--- src/hdl/fetch_pipe_cfg.svh ---
// timing, address and reset constants for the fetch pipeline
`ifndef FETCH_PIPE_CFG_SVH
`define FETCH_PIPE_CFG_SVH
`define PHASES_PER_CYCLE    4
`define PC_WIDTH            10
`define WORD_WIDTH          12
`define DATA_WIDTH          8
`define RESET_VECTOR        10'h000
`define PAGE_WORDS          512
`define BANK_REGS           32
`define PAGE_BIT_POS        5
`define BANK_FIELD_LSB      5
`define BANK_FIELD_WIDTH    2
`define FILE_ADDR_WIDTH     5
`define NOP_WORD            12'h000
`endif

--- src/hdl/fetch_pipe_pkg.sv ---
// types shared by the fetch pipeline
package fetch_pipe_pkg;
    typedef enum logic [3:0] {
        phase_one   = 4'h1,
        phase_two   = 4'h2,
        phase_three = 4'h4,
        phase_four  = 4'h8
    } phase_t;
endpackage

--- src/hdl/fetch_pipeline.sv ---
// two-stage fetch/execute pipeline with four-phase instruction cycle
`timescale 1ns/10ps
`include "fetch_pipe_cfg.svh"
module fetch_pipeline #(
    parameter int PC_BITS   = `PC_WIDTH,
    parameter int WORD_BITS = `WORD_WIDTH,
    parameter int DATA_BITS = `DATA_WIDTH
) (
    // oscillator_input domain
    input  wire logic                 clock,
    input  wire logic                 reset,
    // program memory
    output logic [PC_BITS-1:0]        prog_addr,
    output logic                      prog_read,
    input  wire logic [WORD_BITS-1:0] prog_word,
    // data register file
    output logic [6:0]                data_addr,
    output logic                      data_read,
    output logic                      data_write,
    input  wire logic [DATA_BITS-1:0] data_status,
    input  wire logic [DATA_BITS-1:0] data_pointer,
    // decode and alu side
    output logic [WORD_BITS-1:0]      instruction_latch,
    output logic                      exec_valid,
    output logic [3:0]                phase_out,
    input  wire logic [4:0]           operand_file,
    input  wire logic                 operand_indirect,
    input  wire logic                 dest_write,
    input  wire logic                 branch_take,
    input  wire logic [PC_BITS-1:0]   branch_target
);
    // elaboration checks: the fetch and bank paths assume these widths
    localparam int BANK_TOP = `BANK_FIELD_LSB + `BANK_FIELD_WIDTH;

    if (PC_BITS != `PC_WIDTH) begin : g_bad_pc_bits
        $error("fetch_pipeline: program counter must be ten bits");
    end
    if (WORD_BITS < 1) begin : g_bad_word_bits
        $error("fetch_pipeline: instruction word needs at least one bit");
    end
    if (DATA_BITS < 8) begin : g_bad_data_bits
        $error("fetch_pipeline: data path must be at least eight bits");
    end
    if (DATA_BITS < BANK_TOP) begin : g_bad_bank_bits
        $error("fetch_pipeline: pointer too narrow for the bank field");
    end
    if (DATA_BITS <= `PAGE_BIT_POS) begin : g_bad_page_bits
        $error("fetch_pipeline: status too narrow for the page bit");
    end
    if (`BANK_FIELD_WIDTH + `FILE_ADDR_WIDTH != 7) begin : g_bad_addr_bits
        $error("fetch_pipeline: data address must be seven bits");
    end

    typedef struct packed {
        // fetch stage
        logic [PC_BITS-1:0]   pc;
        logic [PC_BITS-1:0]   fetch_pc;
        logic [WORD_BITS-1:0] fetched;
        logic                 fetched_valid;
        // execute stage
        logic [WORD_BITS-1:0] ir;
        logic                 ir_valid;
        // memory strobes, phase view and branch flush
        logic [PC_BITS-1:0]   prog_addr;
        logic                 prog_read;
        logic [6:0]           data_addr;
        logic                 data_read;
        logic                 data_write;
        logic [3:0]           phase_out;
        logic                 flush;
    } state_t;

    state_t                 state;
    state_t                 next_state;
    fetch_pipe_pkg::phase_t phase;

    phase_generator u_phase (
        .clock (clock),
        .reset (reset),
        .phase (phase)
    );

    // page bit above 512 words, bank from pointer above 32 registers
    function automatic logic [6:0] data_address(
        input logic                 indirect,
        input logic [4:0]           file,
        input logic [DATA_BITS-1:0] ptr
    );
        logic [1:0] bank;
        logic [4:0] low;
        bank = ptr[`BANK_FIELD_LSB +: `BANK_FIELD_WIDTH];
        low  = indirect ? ptr[4:0] : file;
        data_address = {bank, low};
    endfunction

    // ten-bit counter wraps from the top word back to zero
    function automatic logic [PC_BITS-1:0] pc_step(
        input logic [PC_BITS-1:0] count
    );
        pc_step = count + PC_BITS'(1);
    endfunction

    // the code page bit stands in for the top address bit on every fetch
    function automatic logic [PC_BITS-1:0] fetch_address(
        input logic               page,
        input logic [PC_BITS-1:0] count
    );
        fetch_address = {page, count[PC_BITS-2:0]};
    endfunction

    // an empty slot executes as the no-operation word
    function automatic logic [WORD_BITS-1:0] issue_word(
        input logic                 valid,
        input logic [WORD_BITS-1:0] word
    );
        issue_word = valid ? word : WORD_BITS'(`NOP_WORD);
    endfunction

    // phase view runs one step ahead of the generator to line up with it
    function automatic logic [3:0] next_phase_code(
        input fetch_pipe_pkg::phase_t p
    );
        next_phase_code = {p[2:0], p[3]};
    endfunction

    always_comb begin
        next_state           = state;
        next_state.prog_read = 1'b0;
        next_state.data_read = 1'b0;
        next_state.data_write = 1'b0;
        next_state.phase_out = next_phase_code(phase);
        unique case (phase)
            fetch_pipe_pkg::phase_one: begin
                next_state.ir       = issue_word(state.fetched_valid,
                                                 state.fetched);
                next_state.ir_valid = state.fetched_valid & ~state.flush;
                next_state.flush    = 1'b0;
                // pc advances at start of fetch
                // ten-bit counter wraps naturally
                // the word fetched this cycle is the one the counter held,
                // so the first fetch after reset is address zero
                next_state.fetch_pc = state.pc;
                next_state.pc       = pc_step(state.pc);
            end
            fetch_pipe_pkg::phase_two: begin
                // operand read set up in phase two, strobed during phase three
                // a flushed slot reads nothing, so no file sees its operand
                next_state.data_read = state.ir_valid;
                next_state.data_addr = data_address(operand_indirect,
                                           operand_file, data_pointer);
            end
            fetch_pipe_pkg::phase_three: begin
                // present fetch address ahead of phase four
                // a full phase ahead, so the word is settled when latched
                next_state.prog_read = 1'b1;
                next_state.prog_addr = fetch_address(
                    data_status[`PAGE_BIT_POS], state.fetch_pc);
            end
            fetch_pipe_pkg::phase_four: begin
                next_state.fetched       = prog_word;
                next_state.fetched_valid = 1'b1;
                next_state.data_write    = state.ir_valid & dest_write;
                // branch costs one extra cycle
                // the word latched in this same phase is already stale
                if (state.ir_valid && branch_take) begin
                    next_state.pc    = branch_target;
                    next_state.flush = 1'b1;
                end
            end
        endcase
    end

    // pipeline empties and phase one restarts on the same edge
    always_ff @(posedge clock) begin
        if (reset) begin
            state.pc            <= `RESET_VECTOR;
            state.fetch_pc      <= `RESET_VECTOR;
            state.fetched       <= WORD_BITS'(`NOP_WORD);
            state.fetched_valid <= 1'b0;
            state.ir            <= WORD_BITS'(`NOP_WORD);
            state.ir_valid      <= 1'b0;
            state.prog_addr     <= `RESET_VECTOR;
            state.prog_read     <= 1'b0;
            state.data_addr     <= 7'h00;
            state.data_read     <= 1'b0;
            state.data_write    <= 1'b0;
            state.phase_out     <= 4'h1;
            state.flush         <= 1'b0;
        end else begin
            state <= next_state;
        end
    end

    // every output is a register field; nothing combinational leaves
    assign prog_addr         = state.prog_addr;
    assign prog_read         = state.prog_read;
    assign data_addr         = state.data_addr;
    assign data_read         = state.data_read;
    assign data_write        = state.data_write;
    assign instruction_latch = state.ir;
    assign exec_valid        = state.ir_valid;
    assign phase_out         = state.phase_out;
endmodule // fetch_pipeline

--- src/hdl/phase_generator.sv ---
// four-phase non-overlapping clock generator
`timescale 1ns/10ps
`include "fetch_pipe_cfg.svh"
module phase_generator (
    // clock and reset
    input  wire logic                   clock,
    input  wire logic                   reset,
    // phase strobes
    output fetch_pipe_pkg::phase_t      phase
);
    typedef struct packed {
        fetch_pipe_pkg::phase_t phase;
    } state_t;

    state_t state;
    state_t next_state;

    always_comb begin
        next_state = state;
        unique case (state.phase)
            fetch_pipe_pkg::phase_one:   next_state.phase = fetch_pipe_pkg::phase_two;
            fetch_pipe_pkg::phase_two:   next_state.phase = fetch_pipe_pkg::phase_three;
            fetch_pipe_pkg::phase_three: next_state.phase = fetch_pipe_pkg::phase_four;
            fetch_pipe_pkg::phase_four:  next_state.phase = fetch_pipe_pkg::phase_one;
            // stray codes return to phase one
            default:                     next_state.phase = fetch_pipe_pkg::phase_one;
        endcase
    end

    always_ff @(posedge clock) begin
        if (reset) begin
            state.phase <= fetch_pipe_pkg::phase_one;
        end else begin
            state <= next_state;
        end
    end

    assign phase = state.phase;
endmodule // phase_generator

--- config.mk ---
export PLATFORM = sky130hd
export DESIGN_NAME = fetch_pipeline
export DESIGN_NICKNAME = d
export VERILOG_FILES = /design/src/hdl/fetch_pipe_pkg.sv /design/src/hdl/fetch_pipeline.sv /design/src/hdl/phase_generator.sv
export VERILOG_INCLUDE_DIRS = /design/src /design/src/hdl
export SDC_FILE = /design/constraint.sdc
export NUM_CORES = 1
export LEC_CHECK = 0
export BUFFER_PORTS_ARGS = -buffer_cell sky130_fd_sc_hd__buf_2
export CORE_UTILIZATION = 27
export CTS_CLUSTER_DIAMETER = 100
export DETAILED_ROUTE_END_ITERATION = 12
export SLEW_MARGIN = 20
export SYNTH_ARGS = -nofsm -noshare
export SYNTH_HDL_FRONTEND = slang
export SYNTH_HIERARCHICAL = 1
export SYNTH_SLANG_ARGS = --single-unit
--- constraint.sdc ---
create_clock -name clock -period 2.2 [get_ports clock]
set_input_delay 0.55 -clock clock [delete_from_list [all_inputs] [get_ports clock]]
set_output_delay 0.55 -clock clock [all_outputs]
set_load 0.005 [all_outputs]
==> results.md <==
- Outcome: completed
- Tcrit/Tclk final: around 85%
- IO Pins: 85
- Setup violators final: 0
- Netlist cell types: between 40 and 50
- WL/cell: 12.6 um
- Ys async rst share: 0%
- Dpl cell area: 0.00336 mm2
- Internal: 2.48 mW
- Register area: 0.00146 mm2
- Layout cells sized above 1: between 20% and 30%
- Place WS: approximately 0.37 ns
- P per Cell Area: approximately 900 mW/mm2
- Total GRT Usage: approximately an eighth
- Worst setup EP type: flop
- Nets: roughly 460
- Die height: 109 um
- Fillers: 1134
- MaxCap Viol Count: 0
- P_sw: 0.810 mW
- Area Growth Syn to Fin: 19.0%
- Cell Rows: 38
- Core footprint: roughly 0.011 mm2
- Clock Power Share: between 40% and 50%
- Critical Path RT: 2.42 ns
- Final Hold Viols: 0
- CTS tree: built
- Core Util, Final: between 30% and 40%
- Peak VDD IR: 0.407 mV
- Routability Congestion: between 0.8 and 0.9
- Die area: 0.0119 mm2
- CTS Buf Count: 9
- Worst skew pair latency: 0.33 ns
- Total power: 3.29 mW
- Syn_area_per_cell: ~8.4 um2
- Clock-pin slew on the worst setup and hold paths: 0.06 ns
- Slew Limit Fails: 0
- # Post-CTS Setup Buffers: 0
- CP Launch Type: flop
- Ant. Diodes: 0
- Post-route ant nets: 0
- Initial antenna violation count: 0
- # resized after CTS: 0
- HP Class: flop to flop
- Final HPWL DP: roughly 5 mm
- Mapped Cells: 368
- Initial Util: between 20% and 30%
- Routed via count: 2500
- Synth Cell Area: between 0.003 and 0.004 mm2
- Largest net degree at the start of global routing: 34
- Slew margin rel.: approximately two thirds
- Critical Path AT: around 2.1 ns
- Router iterations before antenna repair: 4
- Sequential power share: a little over two fifths
- Grt ovf: 0
- Area of the multi-input gates: 0.00127 mm2
- Critical path class: flop to flop
- First-pass GRT wire length: approximately 11 mm
- DR vias/cell: 4.52
- P_leak: 1.43 nW
- H-tree levels: 3
- Remaining DRCs: 0
- Port Buffer Count: 75
- Overall routed net length: roughly 7 mm
- Yosys reg bits: 73
- Setup TNS: 0 ns
- EDFF count, synth: 0
- Seq/Total Area, Yosys: a little under half
- Hold-fix buffers, CTS: 0
- Switching share of total power: between 20% and 30%
- Root Driver: clkbuf_16
- Post-route cell area: roughly 0.0037 mm2
- Final worst path period need: ~1.9 ns
- DIE WIDTH: 109 um
- Vias in the first global route: roughly 2300
- RSZ-0062 raised after global routing: no
- Clock skew: approximately 0.0079 ns
- Sink Count: 73
- Max frequency: about 540 MHz
- Post-Syn Nets: 417
- Gate power share: a little under a tenth
- Final setup margin: about 0.33 ns
- Slew @ Worst Pin: ~0.53 ns
- Primary FF master, synth: dfxtp_1
- Largest fanout on the critical path: 13
- Warnings, synthesis: 6
- Initial detailed-routing violation count: around 70
- CTS Buffer Depth: 2
==> sequential cells by signal, summed over array words and instances, names as in the netlist <==
register	flops
state	32
instruction_latch	12
prog_addr	10
data_addr	7
phase_out	4
u_phase/phase	4
data_read	1
data_write	1
exec_valid	1
prog_read	1
==> power groups by stage <==
stage | clock (mW) | combinational, mW | sequential [mW]
after floorplan | 0 | 0.238 | 1.43
after global placement | 0 | 0.317 | 1.45
after detailed placement | 0 | 0.321 | 1.45
after CTS | 1.60 | 0.322 | 1.42
after global routing | 1.65 | 0.358 | 1.43
final | 1.55 | 0.317 | 1.42
==> stage by stage <==
step / hold WS [ns] / cells
5_1_grt: 0.458 / 553
3_5_place_dp: 0.444 / 537
6_report: 0.446 / 553
4_1_cts: 0.448 / 553
2_1_floorplan: 0.432 / 368
3_3_place_gp: 0.440 / 537
==> metal layers <==
layer  vias to the layer above  wire length, um  GRT usage (%)
li1                       1299                -              -
met1                      1115             3240           16.3
met2                        81             3060           18.2
met3                         5              574           3.95
met4                         0              116           5.60
met5                         -                0              0
==> cells in the final DEF, fill, tap and decap left out, drive strengths merged, types with 2 or more instances in the layout <==
master | netlist | final
mux2i | 7 | 7
nor4b | 3 | 3
bufinv | 0 | 2
nand2 | 83 | 83
a32o | 2 | 2
buf | 46 | 85
a21oi | 51 | 51
o32ai | 2 | 2
a22o | 2 | 2
nor2 | 21 | 21
nand3 | 15 | 15
o21ai | 8 | 8
nor2b | 5 | 5
clkbuf | 10 | 9
and3 | 2 | 2
a211oi | 5 | 5
and4bb | 2 | 2
clkinv | 0 | 4
inv | 3 | 3
and2 | 2 | 2
nand3b | 2 | 2
nor3 | 6 | 6
a311oi | 2 | 2
dfxtp | 73 | 73
==> cell usage after synthesis, drive strengths merged (2+ instances only) <==
cell type / n / area, um2
nand2: 83 / 312
dfxtp: 73 / 1460
a21oi: 51 / 255
buf: 46 / 320
nor2: 21 / 81.3
nand3: 15 / 75.1
clkbuf: 10 / 37.5
o21ai: 8 / 40.0
mux2i: 7 / 70.1
nor3: 6 / 30.0
a211oi: 5 / 37.5
nor2b: 5 / 31.3
inv: 3 / 11.3
nor4b: 3 / 62.6
a22o: 2 / 17.5
a311oi: 2 / 17.5
a32o: 2 / 20.0
and2: 2 / 12.5
and3: 2 / 12.5
and4bb: 2 / 25.0
nand3b: 2 / 15.0
o32ai: 2 / 17.5
==> worst max-delay path, cell delays in order, from the launching register on <==
cell and delay, ns:
dfxtp_1 0.63, nor2b_1 0.29, o21a_1 0.40, nor2_1 0.09, a2111oi_2 0.34
==> logic make-up after synthesis <==
group                      after synthesis  share of synthesized area (%)
and+or+nand+nor                        150                           23.4
AOI/OAI and AO/OA                       77                           14.5
DFF                                     73                           47.2
buffers and inverters                   59                           11.9
muxes                                    7                           2.26
xor gates and xnor gates                 1                          0.283
adders and majority gates                1                          0.404
==> path summary, 6_finish.rpt <==
| path | from | to | slack, ns | depth (start not counted) |
|---|---|---|---|---|
| hold / removal | instruction_latch[0] | instruction_latch[0] | 0.45 | 2 |
| setup / recovery | u_phase/phase[0] | state[66] | 0.33 | 4 |
| setup reg to reg | u_phase/phase[0] | state[66] | 0.33 | 4 |
| hold reg to reg | instruction_latch[0] | instruction_latch[0] | 0.45 | 2 |
==> final cells by class <==
cell class | count | share of cell area, %
sequential | 73 | 39.7
multi-input combinational | 236 | 34.4
timing repair buffer | 85 | 12.2
clock buffer | 9 | 6.11
tap | 140 | 4.75
clock inverter | 7 | 2.58
inverter | 3 | 0.306
Power figures use the tool's default switching activity.
